`src/ibk_pkg.sv`:
```
// Purpose: constants and carriers for the flag and enable bank
// Assumes: 16-bit registers on a 32-bit register bus
// Notes: offsets are byte addresses
package ibk_pkg;
  localparam int ADDR_W = 8;
  localparam int DATA_W = 32;
  localparam int REG_W = 16;
  // byte offsets
  localparam logic [7:0] OFF_FLAGS4 = 8'h00;
  localparam logic [7:0] OFF_EN0 = 8'h04;
  localparam logic [7:0] OFF_EN1 = 8'h08;
  localparam logic [7:0] OFF_EN2 = 8'h0C;
  localparam logic [7:0] OFF_EN4 = 8'h10;
  // implemented bits and reset value
  localparam logic [15:0] MASK_F4 = 16'h00F6;
  localparam logic [15:0] MASK_E0 = 16'h7FFF;
  localparam logic [15:0] MASK_E1 = 16'hFFFB;
  localparam logic [15:0] MASK_E2 = 16'hDFFF;
  localparam logic [15:0] MASK_E4 = 16'h00F6;
  localparam logic [15:0] RST_VAL = 16'h0000;
  localparam logic [15:0] ZERO16 = 16'h0000;
  localparam logic [1:0] RESP_OKAY = 2'h0;
  localparam logic [1:0] RESP_SLVERR = 2'h2;
  // group 4 flag positions
  localparam int F4_CAN_B_TX = 7;
  localparam int F4_CAN_A_TX = 6;
  localparam int F4_DMA_CH7 = 5;
  localparam int F4_DMA_CH6 = 4;
  localparam int F4_UART_B_ERR = 2;
  localparam int F4_UART_A_ERR = 1;
  // group 0 enable positions
  localparam int E0_DMA_CH1 = 14;
  localparam int E0_ADC_A = 13;
  localparam int E0_UART_A_TX = 12;
  localparam int E0_UART_A_RX = 11;
  localparam int E0_SPI_A_EVT = 10;
  localparam int E0_SPI_A_ERR = 9;
  localparam int E0_TIMER3 = 8;
  localparam int E0_TIMER2 = 7;
  localparam int E0_CMP_CH2 = 6;
  localparam int E0_CAP_CH2 = 5;
  localparam int E0_DMA_CH0 = 4;
  localparam int E0_TIMER1 = 3;
  localparam int E0_CMP_CH1 = 2;
  localparam int E0_CAP_CH1 = 1;
  localparam int E0_EXT_PIN0 = 0;
  // group 1 enable positions
  localparam int E1_UART_B_TX = 15;
  localparam int E1_UART_B_RX = 14;
  localparam int E1_EXT_PIN2 = 13;
  localparam int E1_TIMER5 = 12;
  localparam int E1_TIMER4 = 11;
  localparam int E1_CMP_CH4 = 10;
  localparam int E1_CMP_CH3 = 9;
  localparam int E1_DMA_CH2 = 8;
  localparam int E1_CAP_CH8 = 7;
  localparam int E1_CAP_CH7 = 6;
  localparam int E1_ADC_B = 5;
  localparam int E1_EXT_PIN1 = 4;
  localparam int E1_PIN_CHG = 3;
  localparam int E1_I2C_A_MST = 1;
  localparam int E1_I2C_A_SLV = 0;
  // group 2 enable positions
  localparam int E2_TIMER6 = 15;
  localparam int E2_DMA_CH4 = 14;
  localparam int E2_CMP_CH8 = 12;
  localparam int E2_CMP_CH7 = 11;
  localparam int E2_CMP_CH6 = 10;
  localparam int E2_CMP_CH5 = 9;
  localparam int E2_CAP_CH6 = 8;
  localparam int E2_CAP_CH5 = 7;
  localparam int E2_CAP_CH4 = 6;
  localparam int E2_CAP_CH3 = 5;
  localparam int E2_DMA_CH3 = 4;
  localparam int E2_CAN_A_EVT = 3;
  localparam int E2_CAN_A_RX = 2;
  localparam int E2_SPI_B_EVT = 1;
  localparam int E2_SPI_B_ERR = 0;
  typedef struct packed {
    logic fire;
    logic [7:0] addr;
    logic [15:0] data;
    logic [1:0] strb;
  } reg_wr_t;
  typedef struct packed {
    logic fire;
    logic [7:0] addr;
  } reg_rd_t;
  function automatic logic addr_hit(input logic [7:0] a);
    return (a == OFF_FLAGS4) || (a == OFF_EN0) || (a == OFF_EN1) ||
      (a == OFF_EN2) || (a == OFF_EN4);
  endfunction
  function automatic logic [15:0] merge(input logic [15:0] old,
    input logic [15:0] data, input logic [1:0] strb,
    input logic [15:0] mask);
    logic [15:0] m;
    m = {{8{strb[1]}}, {8{strb[0]}}};
    return ((data & m) | (old & ~m)) & mask;
  endfunction
endpackage

```
`src/axil_reg_port.sv`:
```
// Purpose: AXI4-Lite slave front end, one write and one read at a time
// Assumes: register file answers combinationally
// Notes: address and data may arrive in either order
`timescale 1ns/100ps
module axil_reg_port (
  // clock and reset
  input wire logic clk_i,
  input wire logic nrst_i,
  // write channels
  input wire logic awvalid_i,
  output logic awready_o,
  input wire logic [7:0] awaddr_i,
  input wire logic wvalid_i,
  output logic wready_o,
  input wire logic [31:0] wdata_i,
  input wire logic [3:0] wstrb_i,
  output logic bvalid_o,
  input wire logic bready_i,
  output logic [1:0] bresp_o,
  // read channels
  input wire logic arvalid_i,
  output logic arready_o,
  input wire logic [7:0] araddr_i,
  output logic rvalid_o,
  input wire logic rready_i,
  output logic [31:0] rdata_o,
  output logic [1:0] rresp_o,
  // register file side
  output ibk_pkg::reg_wr_t wr_o,
  output ibk_pkg::reg_rd_t rd_o,
  input wire logic [15:0] rd_data_i,
  input wire logic rd_err_i,
  input wire logic wr_err_i
);
  logic aw_full_reg, w_full_reg, ar_full_reg;
  logic [7:0] awaddr_reg, araddr_reg;
  logic [15:0] wdata_reg;
  logic [1:0] wstrb_reg;
  wire aw_take = awvalid_i & awready_o;
  wire w_take = wvalid_i & wready_o;
  wire ar_take = arvalid_i & arready_o;
  wire wr_fire = aw_full_reg & w_full_reg;
  wire rd_fire = ar_full_reg;
  wire aw_full_next = (aw_full_reg | aw_take) & ~wr_fire;
  wire w_full_next = (w_full_reg | w_take) & ~wr_fire;
  wire ar_full_next = (ar_full_reg | ar_take) & ~rd_fire;
  wire bvalid_next = wr_fire | (bvalid_o & ~bready_i);
  wire rvalid_next = rd_fire | (rvalid_o & ~rready_i);
  assign wr_o = '{fire: wr_fire, addr: awaddr_reg, data: wdata_reg,
    strb: wstrb_reg};
  assign rd_o = '{fire: rd_fire, addr: araddr_reg};
  always_ff @(posedge clk_i or negedge nrst_i) begin
    if (!nrst_i) begin
      aw_full_reg <= 1'b0;
      w_full_reg <= 1'b0;
      ar_full_reg <= 1'b0;
      awaddr_reg <= 8'h00;
      araddr_reg <= 8'h00;
      wdata_reg <= 16'h0000;
      wstrb_reg <= 2'h0;
      awready_o <= 1'b0;
      wready_o <= 1'b0;
      arready_o <= 1'b0;
      bvalid_o <= 1'b0;
      rvalid_o <= 1'b0;
      bresp_o <= ibk_pkg::RESP_OKAY;
      rresp_o <= ibk_pkg::RESP_OKAY;
      rdata_o <= 32'h0000_0000;
    end else begin
      aw_full_reg <= aw_full_next;
      w_full_reg <= w_full_next;
      ar_full_reg <= ar_full_next;
      if (aw_take) awaddr_reg <= awaddr_i;
      if (w_take) wdata_reg <= wdata_i[15:0];
      if (w_take) wstrb_reg <= wstrb_i[1:0];
      if (ar_take) araddr_reg <= araddr_i;
      // readies held low until the response is gone
      awready_o <= ~aw_full_next & ~bvalid_next;
      wready_o <= ~w_full_next & ~bvalid_next;
      arready_o <= ~ar_full_next & ~rvalid_next;
      bvalid_o <= bvalid_next;
      rvalid_o <= rvalid_next;
      if (wr_fire) begin
        bresp_o <= wr_err_i ? ibk_pkg::RESP_SLVERR : ibk_pkg::RESP_OKAY;
      end
      if (rd_fire) begin
        rresp_o <= rd_err_i ? ibk_pkg::RESP_SLVERR : ibk_pkg::RESP_OKAY;
        rdata_o <= {16'h0000, rd_data_i};
      end
    end
  end
endmodule // axil_reg_port

```
`src/irq_flag_enable_bank.sv`:
```
// Purpose: group 4 pending flags and group 0-2 source enables
// Assumes: request inputs are one-cycle pulses on CLK_I
// Notes: forwarded requests are registered, one cycle late
//
// Register access over AXI4-Lite and the address map were left to the implementer.
`timescale 1ns/100ps
module irq_flag_enable_bank (
  // clock and reset
  input wire logic CLK_I,
  input wire logic NRST_I,
  // AXI4-Lite write
  input wire logic S_AXI_AWVALID_I,
  output logic S_AXI_AWREADY_O,
  input wire logic [7:0] S_AXI_AWADDR_I,
  input wire logic [2:0] S_AXI_AWPROT_I,
  input wire logic S_AXI_WVALID_I,
  output logic S_AXI_WREADY_O,
  input wire logic [31:0] S_AXI_WDATA_I,
  input wire logic [3:0] S_AXI_WSTRB_I,
  output logic S_AXI_BVALID_O,
  input wire logic S_AXI_BREADY_I,
  output logic [1:0] S_AXI_BRESP_O,
  // AXI4-Lite read
  input wire logic S_AXI_ARVALID_I,
  output logic S_AXI_ARREADY_O,
  input wire logic [7:0] S_AXI_ARADDR_I,
  input wire logic [2:0] S_AXI_ARPROT_I,
  output logic S_AXI_RVALID_O,
  input wire logic S_AXI_RREADY_I,
  output logic [31:0] S_AXI_RDATA_O,
  output logic [1:0] S_AXI_RRESP_O,
  // group 4 request pulses
  input wire logic CAN_B_TX_REQ_I,
  input wire logic CAN_A_TX_REQ_I,
  input wire logic DMA_CH7_DONE_I,
  input wire logic DMA_CH6_DONE_I,
  input wire logic UART_B_ERR_I,
  input wire logic UART_A_ERR_I,
  // pending levels of groups 0-2
  input wire logic [15:0] PEND0_I,
  input wire logic [15:0] PEND1_I,
  input wire logic [15:0] PEND2_I,
  // gated requests to the cpu
  output logic [15:0] FWD0_O,
  output logic [15:0] FWD1_O,
  output logic [15:0] FWD2_O,
  output logic [15:0] FWD4_O
);
  ibk_pkg::reg_wr_t wr;
  ibk_pkg::reg_rd_t rd;
  logic [15:0] flags_reg, en0_reg, en1_reg, en2_reg, en4_reg;
  logic [15:0] fwd0_reg, fwd1_reg, fwd2_reg, fwd4_reg;
  logic [15:0] flags_vec, en0_vec, en1_vec, en2_vec, en4_vec;
  logic [15:0] set_vec, rd_data;
  logic rd_err, wr_err;

  axil_reg_port u_port (
    .clk_i(CLK_I),
    .nrst_i(NRST_I),
    .awvalid_i(S_AXI_AWVALID_I),
    .awready_o(S_AXI_AWREADY_O),
    .awaddr_i(S_AXI_AWADDR_I),
    .wvalid_i(S_AXI_WVALID_I),
    .wready_o(S_AXI_WREADY_O),
    .wdata_i(S_AXI_WDATA_I),
    .wstrb_i(S_AXI_WSTRB_I),
    .bvalid_o(S_AXI_BVALID_O),
    .bready_i(S_AXI_BREADY_I),
    .bresp_o(S_AXI_BRESP_O),
    .arvalid_i(S_AXI_ARVALID_I),
    .arready_o(S_AXI_ARREADY_O),
    .araddr_i(S_AXI_ARADDR_I),
    .rvalid_o(S_AXI_RVALID_O),
    .rready_i(S_AXI_RREADY_I),
    .rdata_o(S_AXI_RDATA_O),
    .rresp_o(S_AXI_RRESP_O),
    .wr_o(wr),
    .rd_o(rd),
    .rd_data_i(rd_data),
    .rd_err_i(rd_err),
    .wr_err_i(wr_err)
  );

  // group 4 flag fields
  // CAN tx, DMA done and UART error flags
  wire can_b_tx_request_flag = flags_reg[ibk_pkg::F4_CAN_B_TX];
  wire can_a_tx_request_flag = flags_reg[ibk_pkg::F4_CAN_A_TX];
  wire dma_ch7_done_flag = flags_reg[ibk_pkg::F4_DMA_CH7];
  wire dma_ch6_done_flag = flags_reg[ibk_pkg::F4_DMA_CH6];
  wire uart_b_error_flag = flags_reg[ibk_pkg::F4_UART_B_ERR];
  wire uart_a_error_flag = flags_reg[ibk_pkg::F4_UART_A_ERR];

  wire dma_ch1_done_enable = en0_reg[ibk_pkg::E0_DMA_CH1];
  wire adc_a_done_enable = en0_reg[ibk_pkg::E0_ADC_A];
  wire uart_a_tx_enable = en0_reg[ibk_pkg::E0_UART_A_TX];
  wire uart_a_rx_enable = en0_reg[ibk_pkg::E0_UART_A_RX];
  wire spi_a_event_enable = en0_reg[ibk_pkg::E0_SPI_A_EVT];
  wire spi_a_error_enable = en0_reg[ibk_pkg::E0_SPI_A_ERR];
  wire timer3_irq_enable = en0_reg[ibk_pkg::E0_TIMER3];
  wire timer2_irq_enable = en0_reg[ibk_pkg::E0_TIMER2];
  wire compare_ch2_enable = en0_reg[ibk_pkg::E0_CMP_CH2];
  wire capture_ch2_enable = en0_reg[ibk_pkg::E0_CAP_CH2];
  wire dma_ch0_done_enable = en0_reg[ibk_pkg::E0_DMA_CH0];
  wire timer1_irq_enable = en0_reg[ibk_pkg::E0_TIMER1];
  wire compare_ch1_enable = en0_reg[ibk_pkg::E0_CMP_CH1];
  wire capture_ch1_enable = en0_reg[ibk_pkg::E0_CAP_CH1];
  wire ext_pin0_enable = en0_reg[ibk_pkg::E0_EXT_PIN0];

  wire uart_b_tx_enable = en1_reg[ibk_pkg::E1_UART_B_TX];
  wire uart_b_rx_enable = en1_reg[ibk_pkg::E1_UART_B_RX];
  wire ext_pin2_enable = en1_reg[ibk_pkg::E1_EXT_PIN2];
  wire timer5_irq_enable = en1_reg[ibk_pkg::E1_TIMER5];
  wire timer4_irq_enable = en1_reg[ibk_pkg::E1_TIMER4];
  wire compare_ch4_enable = en1_reg[ibk_pkg::E1_CMP_CH4];
  wire compare_ch3_enable = en1_reg[ibk_pkg::E1_CMP_CH3];
  wire dma_ch2_done_enable = en1_reg[ibk_pkg::E1_DMA_CH2];
  wire capture_ch8_enable = en1_reg[ibk_pkg::E1_CAP_CH8];
  wire capture_ch7_enable = en1_reg[ibk_pkg::E1_CAP_CH7];
  wire adc_b_done_enable = en1_reg[ibk_pkg::E1_ADC_B];
  wire ext_pin1_enable = en1_reg[ibk_pkg::E1_EXT_PIN1];
  wire pin_change_notify_enable = en1_reg[ibk_pkg::E1_PIN_CHG];
  wire i2c_a_master_event_enable = en1_reg[ibk_pkg::E1_I2C_A_MST];
  wire i2c_a_slave_event_enable = en1_reg[ibk_pkg::E1_I2C_A_SLV];

  wire timer6_irq_enable = en2_reg[ibk_pkg::E2_TIMER6];
  wire dma_ch4_done_enable = en2_reg[ibk_pkg::E2_DMA_CH4];
  wire compare_ch8_enable = en2_reg[ibk_pkg::E2_CMP_CH8];
  wire compare_ch7_enable = en2_reg[ibk_pkg::E2_CMP_CH7];
  wire compare_ch6_enable = en2_reg[ibk_pkg::E2_CMP_CH6];
  wire compare_ch5_enable = en2_reg[ibk_pkg::E2_CMP_CH5];
  wire capture_ch6_enable = en2_reg[ibk_pkg::E2_CAP_CH6];
  wire capture_ch5_enable = en2_reg[ibk_pkg::E2_CAP_CH5];
  wire capture_ch4_enable = en2_reg[ibk_pkg::E2_CAP_CH4];
  wire capture_ch3_enable = en2_reg[ibk_pkg::E2_CAP_CH3];
  wire dma_ch3_done_enable = en2_reg[ibk_pkg::E2_DMA_CH3];
  wire can_a_event_enable = en2_reg[ibk_pkg::E2_CAN_A_EVT];
  wire can_a_rx_ready_enable = en2_reg[ibk_pkg::E2_CAN_A_RX];
  wire spi_b_event_enable = en2_reg[ibk_pkg::E2_SPI_B_EVT];
  wire spi_b_error_enable = en2_reg[ibk_pkg::E2_SPI_B_ERR];

  assign flags_vec = {
    8'h00,
    can_b_tx_request_flag,
    can_a_tx_request_flag,
    dma_ch7_done_flag,
    dma_ch6_done_flag,
    1'b0,
    uart_b_error_flag,
    uart_a_error_flag,
    1'b0
  };
  assign en0_vec = {
    1'b0,
    dma_ch1_done_enable,
    adc_a_done_enable,
    uart_a_tx_enable,
    uart_a_rx_enable,
    spi_a_event_enable,
    spi_a_error_enable,
    timer3_irq_enable,
    timer2_irq_enable,
    compare_ch2_enable,
    capture_ch2_enable,
    dma_ch0_done_enable,
    timer1_irq_enable,
    compare_ch1_enable,
    capture_ch1_enable,
    ext_pin0_enable
  };
  assign en1_vec = {
    uart_b_tx_enable,
    uart_b_rx_enable,
    ext_pin2_enable,
    timer5_irq_enable,
    timer4_irq_enable,
    compare_ch4_enable,
    compare_ch3_enable,
    dma_ch2_done_enable,
    capture_ch8_enable,
    capture_ch7_enable,
    adc_b_done_enable,
    ext_pin1_enable,
    pin_change_notify_enable,
    1'b0,
    i2c_a_master_event_enable,
    i2c_a_slave_event_enable
  };
  assign en2_vec = {
    timer6_irq_enable,
    dma_ch4_done_enable,
    1'b0,
    compare_ch8_enable,
    compare_ch7_enable,
    compare_ch6_enable,
    compare_ch5_enable,
    capture_ch6_enable,
    capture_ch5_enable,
    capture_ch4_enable,
    capture_ch3_enable,
    dma_ch3_done_enable,
    can_a_event_enable,
    can_a_rx_ready_enable,
    spi_b_event_enable,
    spi_b_error_enable
  };
  // group4 enables are local, the forward path needs a gate
  assign en4_vec = en4_reg & ibk_pkg::MASK_E4;

  assign set_vec = {
    8'h00,
    CAN_B_TX_REQ_I,
    CAN_A_TX_REQ_I,
    DMA_CH7_DONE_I,
    DMA_CH6_DONE_I,
    1'b0,
    UART_B_ERR_I,
    UART_A_ERR_I,
    1'b0
  };

  // write decode
  // unmapped writes answer with an error and store nothing
  wire wr_f4 = wr.fire & (wr.addr == ibk_pkg::OFF_FLAGS4);
  wire wr_e0 = wr.fire & (wr.addr == ibk_pkg::OFF_EN0);
  wire wr_e1 = wr.fire & (wr.addr == ibk_pkg::OFF_EN1);
  wire wr_e2 = wr.fire & (wr.addr == ibk_pkg::OFF_EN2);
  wire wr_e4 = wr.fire & (wr.addr == ibk_pkg::OFF_EN4);
  assign wr_err = ~ibk_pkg::addr_hit(wr.addr);

  wire [15:0] flags_sw = wr_f4 ?
    ibk_pkg::merge(flags_reg, wr.data, wr.strb, ibk_pkg::MASK_F4) :
    flags_reg;
  wire [15:0] flags_next = (flags_sw | set_vec) & ibk_pkg::MASK_F4;
  wire [15:0] en0_next = wr_e0 ?
    ibk_pkg::merge(en0_reg, wr.data, wr.strb, ibk_pkg::MASK_E0) :
    en0_reg;
  wire [15:0] en1_next = wr_e1 ?
    ibk_pkg::merge(en1_reg, wr.data, wr.strb, ibk_pkg::MASK_E1) :
    en1_reg;
  wire [15:0] en2_next = wr_e2 ?
    ibk_pkg::merge(en2_reg, wr.data, wr.strb, ibk_pkg::MASK_E2) :
    en2_reg;
  wire [15:0] en4_next = wr_e4 ?
    ibk_pkg::merge(en4_reg, wr.data, wr.strb, ibk_pkg::MASK_E4) :
    en4_reg;

  wire [15:0] fwd0_next = PEND0_I & en0_vec;
  wire [15:0] fwd1_next = PEND1_I & en1_vec;
  wire [15:0] fwd2_next = PEND2_I & en2_vec;
  wire [15:0] fwd4_next = flags_vec & en4_vec;

  // read decode
  wire rd_f4 = rd.addr == ibk_pkg::OFF_FLAGS4;
  wire rd_e0 = rd.addr == ibk_pkg::OFF_EN0;
  wire rd_e1 = rd.addr == ibk_pkg::OFF_EN1;
  wire rd_e2 = rd.addr == ibk_pkg::OFF_EN2;
  wire rd_e4 = rd.addr == ibk_pkg::OFF_EN4;

  // read mux, unmapped reads return zero
  // holes read zero because the vectors are rebuilt or masked, not raw
  assign rd_err = ~ibk_pkg::addr_hit(rd.addr);
  assign rd_data =
    rd_f4 ? flags_vec :
    rd_e0 ? en0_vec :
    rd_e1 ? en1_vec :
    rd_e2 ? en2_vec :
    rd_e4 ? en4_vec :
    ibk_pkg::ZERO16;

  always_ff @(posedge CLK_I or negedge NRST_I) begin
    if (!NRST_I) begin
      flags_reg <= ibk_pkg::RST_VAL;
      en0_reg <= ibk_pkg::RST_VAL;
      en1_reg <= ibk_pkg::RST_VAL;
      en2_reg <= ibk_pkg::RST_VAL;
      en4_reg <= ibk_pkg::RST_VAL;
    end else begin
      flags_reg <= flags_next;
      en0_reg <= en0_next;
      en1_reg <= en1_next;
      en2_reg <= en2_next;
      en4_reg <= en4_next;
    end
  end

  // registered so the cpu sees glitch-free levels
  always_ff @(posedge CLK_I or negedge NRST_I) begin
    if (!NRST_I) begin
      fwd0_reg <= ibk_pkg::RST_VAL;
      fwd1_reg <= ibk_pkg::RST_VAL;
      fwd2_reg <= ibk_pkg::RST_VAL;
      fwd4_reg <= ibk_pkg::RST_VAL;
    end else begin
      fwd0_reg <= fwd0_next;
      fwd1_reg <= fwd1_next;
      fwd2_reg <= fwd2_next;
      fwd4_reg <= fwd4_next;
    end
  end

  assign FWD0_O = fwd0_reg;
  assign FWD1_O = fwd1_reg;
  assign FWD2_O = fwd2_reg;
  assign FWD4_O = fwd4_reg;
endmodule // irq_flag_enable_bank
```
`config.mk`:
```
export PLATFORM = sky130hd
export DESIGN_NAME = irq_flag_enable_bank
export DESIGN_NICKNAME = d
export VERILOG_FILES = /design/src/ibk_pkg.sv /design/src/axil_reg_port.sv /design/src/irq_flag_enable_bank.sv
export SDC_FILE = /design/constraint.sdc
export NUM_CORES = 1
export LEC_CHECK = 0
export BUFFER_PORTS_ARGS = -buffer_cell sky130_fd_sc_hd__buf_2
export CAP_MARGIN = 20
export CORE_MARGIN = 2
export CORE_UTILIZATION = 51
export DETAILED_ROUTE_END_ITERATION = 10
export HOLD_SLACK_MARGIN = 0.1
export PLACE_DENSITY = 0.8
export SLEW_MARGIN = 40
export SYNTH_ARGS = -nofsm -noshare
export SYNTH_HDL_FRONTEND = slang
export SYNTH_HIERARCHICAL = 1
export SYNTH_SLANG_ARGS = --single-unit
export TNS_END_PERCENT = 5
```
`constraint.sdc`:
```
create_clock -name CLK_I -period 2.12 [get_ports CLK_I]
set_clock_uncertainty 0.1 [all_clocks]
set_input_delay 0.212 -clock CLK_I [delete_from_list [all_inputs] [get_ports CLK_I]]
set_output_delay 0.212 -clock CLK_I [all_outputs]
set_load 0.01 [all_outputs]
```
==> results.yml <==
power_and_ir_drop:
  power_density_mw_per_mm2: 1020
  pwr-share-seq_pct: 44.2
  clkPwrFrac_pct: 33.2
  peakVddDrop_uv: 610
  pwr-share-comb_pct: 22.6
  intPower_mw: 6.95
  switching_share_pct: 28.6
  cellLeakagePower_nw: 4.99
  p_sw_mw: 2.78
layout:
  final_nets: 885
  stdcell_count: 956
  area_growth_syn_to_layout_pct: 36.1
  drive_gt1_share_pct: 43.9
critical_path:
  criticalPathCategory: "reg -> reg"
  reg2reg_depth: 5
  crit_fanout: 6
  cp_data_arrival_time_ns: 2.21
  worst_ep_required_time_ns: 2.33
  setup.worst_path.end_class: "flop"
  startpoint: "u_port/aw_full_reg$_DFF_PN0_"
  startpoint_type: "flop"
  reg2reg_from: "u_port/aw_full_reg$_DFF_PN0_"
  r2r_setup_slack_ns: 0.12
outcome:
  status: "completed"
grt:
  grt_pass1_wl_mm: 26.6
  grt_pass1_vias: 5105
  antenna_found_initial: 1
  track_usage_pct: 24.3
  grt_max_degree: 66
  grt_overflow: 0
route:
  vias_per_cell: 4.96
  totalWireLength_mm: 16.9
  routedWlPerCell_um: 17.7
  drc: 0
  num_vias: 4746
  ant_nets: 0
  dr.pass1.iters: 4
  drt-initial-drc-count: 230
floorplan:
  die_area_mm2: 0.0147
  die_y_um: 121
  initial_core_util_pct: 52.5
  fp-row-count: 42
  core_region_area_mm2: 0.0133
  die_w_um: 121
  ios: 224
clock_tree:
  cts_buffers: 17
  clock_latency_ns: 0.43
  clock_path_buffers: 2
  cts_root_buf: "clkbuf_16"
  clk_pin_slew_worst_paths_ns: 0.06
  cts_tree: "done"
  cts.sinks: 168
  htreeDepth: 4
timing:
  setup_viol_count_final: 0
  fmax_ghz: 0.500
  period_share_pct: 94.3
  setup_ws_ns: 0.120
  fin_tns_setup_ns: 0
  final-hold-violation-count: 0
  rsz0062_at_grt: "no"
  final_max_slew_viol_count: 0
  max_slew_margin_pct: 57.7
  tightestPinTransition_ns: 0.634
  fin_crit_ns: 2.00
job:
  drv_cap: 0
placed_design:
  dp_cells: 833
  dpl.hpwl_mm: 10.8
  port_buffers: 165
  gp_congestion: 0.800
  pre_cts_slack_ns: 0.127
worst_hold_path:
  hp-start: "S_AXI_AWVALID_I"
  worstHoldPathType: "in -> reg"
synth:
  synthCells: 494
  yosys_warnings: 6
  synth.avg_cell_area_um2: 14.2
  syn-cell-area_mm2: 0.00701
-- cell type report --
cell class | instances | area (um^2)
tap | 176 | 220
timing repair buffer | 268 | 1880
clock inverter | 10 | 143
clock buffer | 22 | 484
fill | 873 | 3800
multi-input combinational | 309 | 2600
inverter | 2 | 7.51
sequential | 168 | 4200
antenna | 1 | 2.50
-- power groups by stage --
stage	combinational [mW]	clock [mW]	sequential, mW
after global routing	2.38	3.41	4.39
final	2.20	3.23	4.30
after floorplan	1.46	0	4.23
after detailed placement	2.06	0	4.34
after CTS	2.21	3.26	4.29
after global placement	1.98	0	4.28
-- layer usage --
layer	vias up	track usage (%)	part of all wire [%]
met5	-	0	0
met4	0	9.55	2.0
met3	28	4.70	3.8
met2	142	43.3	53
met1	2384	29.0	41
li1	2192	-	-
-- cells in the final DEF (no fill, tap or decap), types with 3 or more instances in the layout --
cell type        n
dlygate4sd3_1   90
nand3_2          6
dfrtp_1        168
nand2b_1         5
mux2_4          19
bufinv_16        3
nand2_2          3
mux2_2          95
and2_1          51
nor3b_1          4
clkbuf_16       17
clkinv_4         4
nand2_1          9
nor2_1          24
mux2i_1         16
a22oi_1          8
a21oi_1          4
buf_12           4
buf_2          164
clkbuf_8         4
nor2b_1          4
conb_1          31
buf_4            9
-- per-stage QoR --
step | hold slack, ns | utilization (%) | total power [mW] | cell area, um^2
6_report | 0.125 | 71.5 | 9.73 | 9550
5_1_grt | 0.147 | 71.5 | 10.2 | 9550
4_1_cts | 0.117 | 71.5 | 9.76 | 9540
3_5_place_dp | 0.147 | 60.0 | 6.40 | 8010
3_3_place_gp | 0.140 | 60.0 | 6.27 | 8010
2_1_floorplan | -0.184 | - | 5.69 | 7120
-- how the worst min path moves through the flow --
stage                                        end  slack (ns)  cells after the start
finish              u_port/aw_full_reg$_DFF_PN0_        0.12                      3
global route        u_port/aw_full_reg$_DFF_PN0_        0.15                      3
CTS                 u_port/aw_full_reg$_DFF_PN0_        0.12                      3
detailed placement    u_port/awready_o$_DFF_PN0_        0.15                      1
global placement      u_port/awready_o$_DFF_PN0_        0.14                      1
floorplan                    FWD0_O[0]$_DFF_PN0_       -0.18                      0
-- worst max-delay path: stages (launching register included) --
cell and delay (ns):
dfrtp_1 0.43, nand2_1 0.11, inv_1 0.12, nor4bb_1 0.38, nand4_2 0.35, mux2_2 0.39
-- repair_timing --
item,in CTS,in global routing
endpoints found under the hold margin,151,0
hold buffers,90,0
gates resized for setup,0,1
buffers inserted,0,0
endpoints found under the setup margin,0,1
(Power assumes the default switching activity.)
